==> src/include/tpwm_pkg.sv <==
// Constants, types and encodings shared by the timer based PWM generator
// Function
// - Period is (limit+1) times four clocks times prescale
// - Timer at limit clears on next increment
// - Period start sets output unless duty is zero
// - Period start copies duty into shadow and latch
// - Postscaler never affects PWM period
// - Duty is upper byte plus control bits 5:4
// - Duty writes accepted anytime, current period unaffected
// - Shadow read-only while PWM mode active
// - Duty double-buffered through shadow and 2-bit latch
// - Time base is timer plus clock or prescaler bits
// - Time base equal to duty clears output
// - Pulse width is duty times clock times prescale
// - Duty beyond period leaves outputs unchanged
// - Full resolution only with limit 255
// - Prescaler ratios 1, 4 and 16
// - Sleep freezes timer, state and output levels
// - Reset makes pins inputs, registers reset
// - Single, half, full forward and full reverse output modes
// - Mode field selects output polarity
// - Zero control returns pins to port logic
// - First enable waits for next period start
// - Half-bridge: A carries PWM, B complement
// - Forward bridge: A active, D modulated, B,C inactive
package tpwm_pkg;

  // Register offsets on the plain register port
  localparam logic [3:0] OFF_CONTROL = 4'h0;
  localparam logic [3:0] OFF_LIMIT = 4'h1;
  localparam logic [3:0] OFF_TCTL = 4'h2;
  localparam logic [3:0] OFF_TIMER = 4'h3;
  localparam logic [3:0] OFF_DUTY_HI = 4'h4;
  localparam logic [3:0] OFF_SHADOW = 4'h5;
  localparam logic [3:0] OFF_DIR = 4'h6;
  localparam logic [3:0] OFF_PORT = 4'h7;

  // Field positions in pwm_control
  localparam int CTL_CFG_LSB = 6;
  localparam int CTL_DLOW_LSB = 4;
  localparam int CTL_MODE_LSB = 0;

  // Field positions in timer_control; bit 7 is unimplemented
  localparam int TCTL_POST_LSB = 3;
  localparam int TCTL_RUN_BIT = 2;
  localparam int TCTL_PRE_LSB = 0;
  localparam logic [7:0] TCTL_MASK = 8'h7f;

  // Reset values
  localparam logic [7:0] RST_CONTROL = 8'h00;
  localparam logic [7:0] RST_LIMIT = 8'hff;
  localparam logic [7:0] RST_TCTL = 8'h00;
  localparam logic [7:0] RST_TIMER = 8'h00;
  localparam logic [7:0] RST_DUTY = 8'h00;
  localparam logic [3:0] RST_DIR = 4'hf;
  localparam logic [3:0] RST_PORT = 4'h0;

  // Timing: one timer step is four system clocks at 1:1
  localparam int CLK_PERIOD_NS = 10;
  localparam int CLK_PER_STEP = 4;
  localparam int PRE_CNT_W = 6;
  localparam logic [5:0] TERM_1 = 6'(CLK_PER_STEP * 1 - 1);
  localparam logic [5:0] TERM_4 = 6'(CLK_PER_STEP * 4 - 1);
  localparam logic [5:0] TERM_16 = 6'(CLK_PER_STEP * 16 - 1);

  // Prescale selections; the fourth code behaves as 1:16
  localparam logic [1:0] PRE_SEL_1 = 2'h0;
  localparam logic [1:0] PRE_SEL_4 = 2'h1;

  // Upper half of the mode/polarity field that marks PWM mode
  localparam logic [1:0] PWM_MODE_TAG = 2'h3;

  // Pin indices
  localparam int PIN_A = 0;
  localparam int PIN_B = 1;
  localparam int PIN_C = 2;
  localparam int PIN_D = 3;

  // Output configurations
  typedef enum logic [1:0] {
    CFG_SINGLE = 2'h0,
    CFG_FWD = 2'h1,
    CFG_HALF = 2'h2,
    CFG_REV = 2'h3
  } tpwm_cfg_e;

  // Register port request
  typedef struct packed {
    logic [3:0] addr;
    logic [7:0] wdata;
    logic wr;
    logic rd;
  } tpwm_bus_s;

  // Pin drive: value and output enable per pin
  typedef struct packed {
    logic [3:0] out;
    logic [3:0] oe;
  } tpwm_pins_s;

endpackage : tpwm_pkg

==> src/rtl/tpwm_prescale.sv <==
// Prescaler of the period timer with time base low bits
`timescale 1ns/100ps
module tpwm_prescale
  import tpwm_pkg::*;
(
  // Clock and reset
  input wire logic clk_sys,
  input wire logic rst,
  // Control
  input wire logic run,
  input wire logic clr,
  input wire logic [1:0] sel,
  // Timer step and next time base low bits
  output logic tick,
  output logic [1:0] low_next
);

  typedef struct packed {
    logic [PRE_CNT_W-1:0] cnt;
  } tpwm_pre_s;

  tpwm_pre_s q;
  tpwm_pre_s next_q;
  logic [5:0] term;
  logic [5:0] adv;

  // Count wraps at four clocks times the ratio; frozen when not running
  always_comb begin
    next_q = q;
    case (sel)
      PRE_SEL_1: term = TERM_1;
      PRE_SEL_4: term = TERM_4;
      default: term = TERM_16;
    endcase
    tick = run && (q.cnt == term);
    adv = tick ? 6'h00 : q.cnt + 6'h01;
    if (clr) begin
      next_q.cnt = 6'h00;
    end else if (run) begin
      next_q.cnt = adv;
    end
    // Clock phase at 1:1, upper prescaler bits otherwise
    case (sel)
      PRE_SEL_1: low_next = next_q.cnt[1:0];
      PRE_SEL_4: low_next = next_q.cnt[3:2];
      default: low_next = next_q.cnt[5:4];
    endcase
  end

  // State register
  always_ff @(posedge clk_sys) begin
    if (rst) begin
      q <= '0;
    end else begin
      q <= next_q;
    end
  end

endmodule : tpwm_prescale

==> src/rtl/tpwm_top.sv <==
// Timer based PWM generator with period timer, duty buffers and pin steering
//
// Design decisions made here: the register addresses and the address-and-strobe port.
`timescale 1ns/100ps
module tpwm_top
  import tpwm_pkg::*;
(
  // Clock and reset
  input wire logic clk_sys,
  input wire logic rst,
  // Register port
  input tpwm_bus_s bus,
  output logic [7:0] rdata,
  // Power management, same clock domain
  input wire logic sleep,
  // Output pins
  output tpwm_pins_s pins
);

  typedef struct packed {
    logic [7:0] control;
    logic [7:0] limit;
    logic [7:0] tctl;
    logic [7:0] timer;
    logic [7:0] duty_hi;
    logic [7:0] shadow;
    logic [1:0] low_latch;
    logic [3:0] dir;
    logic [3:0] port;
    logic pwm;
    logic armed;
    logic [3:0] pin_out;
    logic [3:0] pin_oe;
    logic [7:0] rdata;
  } tpwm_core_s;

  tpwm_core_s q;
  tpwm_core_s next_q;

  logic tick;
  logic [1:0] low_next;
  logic run_en;
  logic pre_clr;

  // Map the modulated signal onto the pins per output configuration
  function automatic logic [3:0] drive_map(input tpwm_cfg_e cfg, input logic m, input logic act);
    logic [3:0] v;
    v = 4'h0;
    case (cfg)
      CFG_SINGLE: v[PIN_A] = m;
      CFG_HALF: begin
        v[PIN_A] = m;
        v[PIN_B] = act & ~m;
      end
      CFG_FWD: begin
        v[PIN_A] = act;
        v[PIN_D] = m;
      end
      CFG_REV: begin
        v[PIN_C] = act;
        v[PIN_B] = m;
      end
      default: v = 4'h0;
    endcase
    return v;
  endfunction : drive_map

  // Pins owned by the generator in each configuration
  function automatic logic [3:0] owned_map(input tpwm_cfg_e cfg);
    logic [3:0] o;
    o = 4'h0;
    case (cfg)
      CFG_SINGLE: o = 4'h1;
      CFG_HALF: o = 4'h3;
      default: o = 4'hf;
    endcase
    return o;
  endfunction : owned_map

  // Sleep stops the prescaler and the timer in place
  assign run_en = q.tctl[TCTL_RUN_BIT] && !sleep;
  // Timer writes restart the prescale phase
  assign pre_clr = bus.wr && (bus.addr == OFF_TIMER || bus.addr == OFF_TCTL);

  tpwm_prescale u_prescale (
    .clk_sys(clk_sys),
    .rst(rst),
    .run(run_en),
    .clr(pre_clr),
    .sel(q.tctl[TCTL_PRE_LSB +: 2]),
    .tick(tick),
    .low_next(low_next)
  );

  logic pwm_on;
  logic start;
  logic [7:0] timer_adv;
  logic [9:0] next_tb;
  logic [9:0] duty_buf;
  logic [9:0] duty_new;
  logic [3:0] act_level;
  logic [3:0] owned;
  logic [3:0] pol_low;
  logic [3:0] levels;
  tpwm_cfg_e cfg;

  // Core next state
  always_comb begin
    next_q = q;
    cfg = tpwm_cfg_e'(q.control[CTL_CFG_LSB +: 2]);
    pwm_on = q.control[CTL_MODE_LSB + 2 +: 2] == PWM_MODE_TAG;
    start = tick && (q.timer == q.limit);
    timer_adv = start ? 8'h00 : q.timer + 8'h01;
    // Compare against the time base the next edge will show
    next_tb = {tick ? timer_adv : q.timer, low_next};
    duty_buf = {q.shadow, q.low_latch};
    duty_new = {q.duty_hi, q.control[CTL_DLOW_LSB +: 2]};

    // Period timer; the postscale field is stored only
    if (tick) begin
      next_q.timer = timer_adv;
    end

    // Modulation only in PWM mode, held while asleep
    if (!pwm_on) begin
      next_q.pwm = 1'b0;
      next_q.armed = 1'b0;
    end else if (run_en) begin
      if (start) begin
        // New duty takes effect only here, so mid-period writes cannot glitch
        next_q.shadow = q.duty_hi;
        next_q.low_latch = q.control[CTL_DLOW_LSB +: 2];
        next_q.armed = 1'b1;
        next_q.pwm = duty_new != 10'h000;
      end else if (next_tb == duty_buf) begin
        // Never matches when duty exceeds the period, so the level holds
        next_q.pwm = 1'b0;
      end
    end

    // Register writes; software wins over the timer step
    if (bus.wr) begin
      case (bus.addr)
        OFF_CONTROL: next_q.control = bus.wdata;
        OFF_LIMIT: next_q.limit = bus.wdata;
        OFF_TCTL: next_q.tctl = bus.wdata & TCTL_MASK;
        OFF_TIMER: next_q.timer = bus.wdata;
        OFF_DUTY_HI: next_q.duty_hi = bus.wdata;
        OFF_SHADOW: begin
          if (!pwm_on) begin
            next_q.shadow = bus.wdata;
          end
        end
        OFF_DIR: next_q.dir = bus.wdata[3:0];
        OFF_PORT: next_q.port = bus.wdata[3:0];
        default: next_q.control = next_q.control;
      endcase
    end

    // Read data stand for one cycle only
    next_q.rdata = 8'h00;
    if (bus.rd) begin
      case (bus.addr)
        OFF_CONTROL: next_q.rdata = q.control;
        OFF_LIMIT: next_q.rdata = q.limit;
        OFF_TCTL: next_q.rdata = q.tctl;
        OFF_TIMER: next_q.rdata = q.timer;
        OFF_DUTY_HI: next_q.rdata = q.duty_hi;
        OFF_SHADOW: next_q.rdata = q.shadow;
        OFF_DIR: next_q.rdata = {4'h0, q.dir};
        OFF_PORT: next_q.rdata = {4'h0, q.port};
        default: next_q.rdata = 8'h00;
      endcase
    end

    // Pin steering and polarity; nothing is driven active before the first start
    act_level = drive_map(cfg, q.pwm & q.armed, q.armed);
    // Low bit of the field inverts B and D, next bit inverts A and C
    pol_low = {q.control[CTL_MODE_LSB], q.control[CTL_MODE_LSB + 1],
               q.control[CTL_MODE_LSB], q.control[CTL_MODE_LSB + 1]};
    if (pwm_on) begin
      owned = owned_map(cfg);
      levels = act_level ^ pol_low;
    end else if (q.control != 8'h00) begin
      owned = 4'h1;
      levels = 4'h0;
    end else begin
      owned = 4'h0;
      levels = 4'h0;
    end
    next_q.pin_out = (owned & levels) | (~owned & q.port);
    // A pin carries any signal only once software clears its direction bit
    next_q.pin_oe = ~q.dir;
  end

  // State register; reset leaves every pin an input
  always_ff @(posedge clk_sys) begin
    if (rst) begin
      q <= '0;
      q.control <= RST_CONTROL;
      q.limit <= RST_LIMIT;
      q.tctl <= RST_TCTL;
      q.timer <= RST_TIMER;
      q.duty_hi <= RST_DUTY;
      q.shadow <= RST_DUTY;
      q.dir <= RST_DIR;
      q.port <= RST_PORT;
    end else begin
      q <= next_q;
    end
  end

  // Outputs straight from the state register
  assign rdata = q.rdata;
  assign pins.out = q.pin_out;
  assign pins.oe = q.pin_oe;

endmodule : tpwm_top

==> config.mk <==
export PLATFORM = sky130hd
export DESIGN_NAME = tpwm_top
export DESIGN_NICKNAME = d
export VERILOG_FILES = /design/src/include/tpwm_pkg.sv /design/src/rtl/tpwm_prescale.sv /design/src/rtl/tpwm_top.sv
export SDC_FILE = /design/constraint.sdc
export NUM_CORES = 1
export LEC_CHECK = 0
export BUFFER_PORTS_ARGS = -buffer_cell sky130_fd_sc_hd__buf_2
export CAP_MARGIN = 20
export CORE_MARGIN = 5
export CORE_UTILIZATION = 50
export CTS_CLUSTER_SIZE = 24
export DETAILED_ROUTE_END_ITERATION = 10
export PLACE_DENSITY = 0.68
export SYNTH_ARGS = -nofsm -noshare
export SYNTH_HDL_FRONTEND = slang
export SYNTH_HIERARCHICAL = 1
export SYNTH_SLANG_ARGS = --single-unit
==> constraint.sdc <==
create_clock -name clk_sys -period 6.75 [get_ports clk_sys]
set_input_delay 0.3375 -clock clk_sys [delete_from_list [all_inputs] [get_ports clk_sys]]
set_output_delay 0.3375 -clock clk_sys [all_outputs]
set_load 0.02 [all_outputs]
==> flow_summary.yaml <==
timing:
  fin_crit_sh: 0.524
  hold_viol: 0
  final.setup_skew_ns: 0.00834
  relSlewSlack: 0.376
  tightest_slew_ns: 0.932
  tns_ns: 0
  maxSlewViolCount: 0
  setup_violations: 0
  grt_setup_unrepaired: "false"
  setup_slack_ns: 3.21
  timing.fmax_mhz: 283
  layout_min_cycle_time_ns: 3.54
yosys:
  yosysWarnings: 6
  synth_top_area_frac: 0.371
  synth-seq-cells: 81
  synth_cell_type_count: 59
  synth_area_leaders: "dfxtp_1 37%, nand2_1 5.5%, nor2_1 4.8%, mux2i_1 4.4%, nand3_1 3.2%"
  yosysTopAreaCell: "dfxtp_1"
  synth_nets: 536
  synthCells: 517
  ys.flop_type: "dfxtp_1"
  synth.avg_cell_area_um2: 8.45
  ys_seq_area_frac: 0.371
  synth_area_um2: 4370
  async_reset_ff_frac: 0
  synth-edff-count: 0
job:
  maxCapViolCount: 0
global_route:
  grt_overflow: 0
  first_global_vias: 3458
  grt_max_degree: 69
  antenna_found_initial: 0
  grt_pass1_wl_um: 18300
  grt_usage: 0.225
clock_tree:
  clk_latency_ns: 0.35
  cts_tree: "done"
  cts_made_buffers: 9
  cts_resized: 0
  cts.sinks: 81
  ctsHoldBuffers: 0
  htreeDepth: 3
  clk_path_buf_depth: 2
  postCtsSetupBuffers: 0
  clk_pin_slew_worst_paths_ns: 0.08
  clockRootBuffer: "clkbuf_8"
pwr:
  p_comb_frac: 0.070
  p_per_area_nw_per_um2: 216
  pwr-share-seq: 0.496
  clock_power_share: 0.434
  p_leak_nw: 1.70
  p_sw_w: 0.000235
  intPower_w: 0.000757
  irDropWorstVdd_mv: 0.151
  switching_share: 0.237
  p_total_w: 0.000993
placement:
  place.gp.congestion: 0.926
  placed_cell_area_um2: 4360
  pre_cts_slack_ns: 3.19
  portBuffers: 32
  dp_hpwl_um: 8260
setup_path:
  critical-path-top-delay-family: "simple AND/OR/NAND/NOR gates"
  r2r-start: "q[53]"
  crit_path_start_kind: "register"
  path_depth: 8
  path_class: "reg -> reg"
  cp-end-kind: "register"
  crit_buf_inv: 1
  crit_chain: "or4_1 > a221o_1 > inv_1 > nand2_1 > or3_1 > or3_1 > nand2_1 > a311oi_1"
  rr_endpoint: "duty_buf[2]"
  critPathMaxFanout: 17
  cpPeakStageDelay_ns: 0.65
  critPathArrivalTime_ns: 3.74
  slowest_stage: "or3_1"
  ff2ff_path_depth: 8
  cp.required_ns: 6.95
  crit_end: "duty_buf[2]"
  startpoint: "q[53]"
  rrSetupSlack_ns: 3.21
die:
  io_pins: 33
  die_x_um: 103
  start_util: 0.506
  die_area_um2: 10700
  core_area_um2: 8640
  fp.dieH_um: 103
  row_count: 34
layout:
  drive_gt1_frac: 0.129
  layout_common_cells: "81 x dfxtp_1, 64 x nand2_1, 56 x nor2_1"
  antennaDiodeCount: 0
  nets: 524
  area_growth_pct: 5.27
  nFillCells: 836
  multi_input_comb_area_um2: 2400
  mostFrequentLayoutCell: "dfxtp_1"
  finish.utilization: 0.532
  design_area_um2: 4600
  seqCellArea_um2: 1620
worst_hold_path:
  hold_class: "in -> reg"
  min-delay-start: "bus[9]"
routing:
  drc: 0
  viasPerCell: 6.17
  finalWirelength_um: 11700
  wl_per_cell_um: 18.9
  drt-pass1-iter-count: 6
  drt_iter0_drc: 339
  vias: 3812
  drtAntennaViolNets: 0
outcome:
  status: "complete, no violations"
synth_stat cells, drive strengths merged, types with 11 or more instances:
cell type	number
dfxtp	81
nand2	65
nor2	56
buf	30
nand3	28
a21oi	27
clkbuf	27
nor2b	20
mux2i	19
a211o	13
xnor2	12
xor2	11
power by group through the flow:
stage / combinational [W] / sequential (W) / clock (W)
2_1_floorplan: 0.0000512 / 0.000499 / 0
3_3_place_gp: 0.0000670 / 0.000503 / 0
3_5_place_dp: 0.0000679 / 0.000503 / 0
4_1_cts: 0.0000683 / 0.000492 / 0.000435
5_1_grt: 0.0000752 / 0.000493 / 0.000458
6_report: 0.0000695 / 0.000492 / 0.000431
how the worst min path moves through the flow:
stage	endpoint	slack [ns]	depth (start not counted)
floorplan	pins[0]	0.40	1
global placement	pins[2]	0.43	1
detailed placement	pins[2]	0.43	1
CTS	q[67]	0.29	2
global route	q[67]	0.29	2
finish	q[51]	0.29	3
flip-flops by register name, summed over array words and instances (netlist names):
name,cells
duty_new,10
rdata,8
duty_buf,10
cfg,2
pins,8
pol_low,2
q,35
u_prescale/q,6
layout make-up:
cell class	instances	area share
Inverter	7	0.00571
Clock inverter	6	0.0250
Sequential cell	81	0.353
Multi-Input combinational cell	372	0.521
Timing Repair Buffer	34	0.0381
Clock buffer	10	0.0278
Tap cell	108	0.0294
worst min-delay path, stage by stage:
cell and delay [ns]:
buf_2 0.14, nand2_1 0.06, a21oi_1 0.05
routing by layer:
metal / share of wire / GRT usage
met1: 0.45 / 0.318
met2: 0.45 / 0.341
met3: 0.071 / 0.0436
met4: 0.023 / 0.0857
met5: 0 / 0
kinds of logic after synthesis:
family / Yosys count / synth area share
xor+xnor: 24 / 0.0530
mux: 31 / 0.0874
fa+ha+maj: 2 / 0.00573
simple gates: 216 / 0.241
compound gates: 99 / 0.162
flops: 81 / 0.371
buf+inv: 64 / 0.0799
metrics by stage:
step                      instances  hold WS, ns
after floorplan                 517        0.402
after detailed placement        602        0.431
after CTS                       618        0.288
after global routing            618        0.293
after global placement          602        0.429
final                           618        0.294
(Power assumes the default switching activity.)
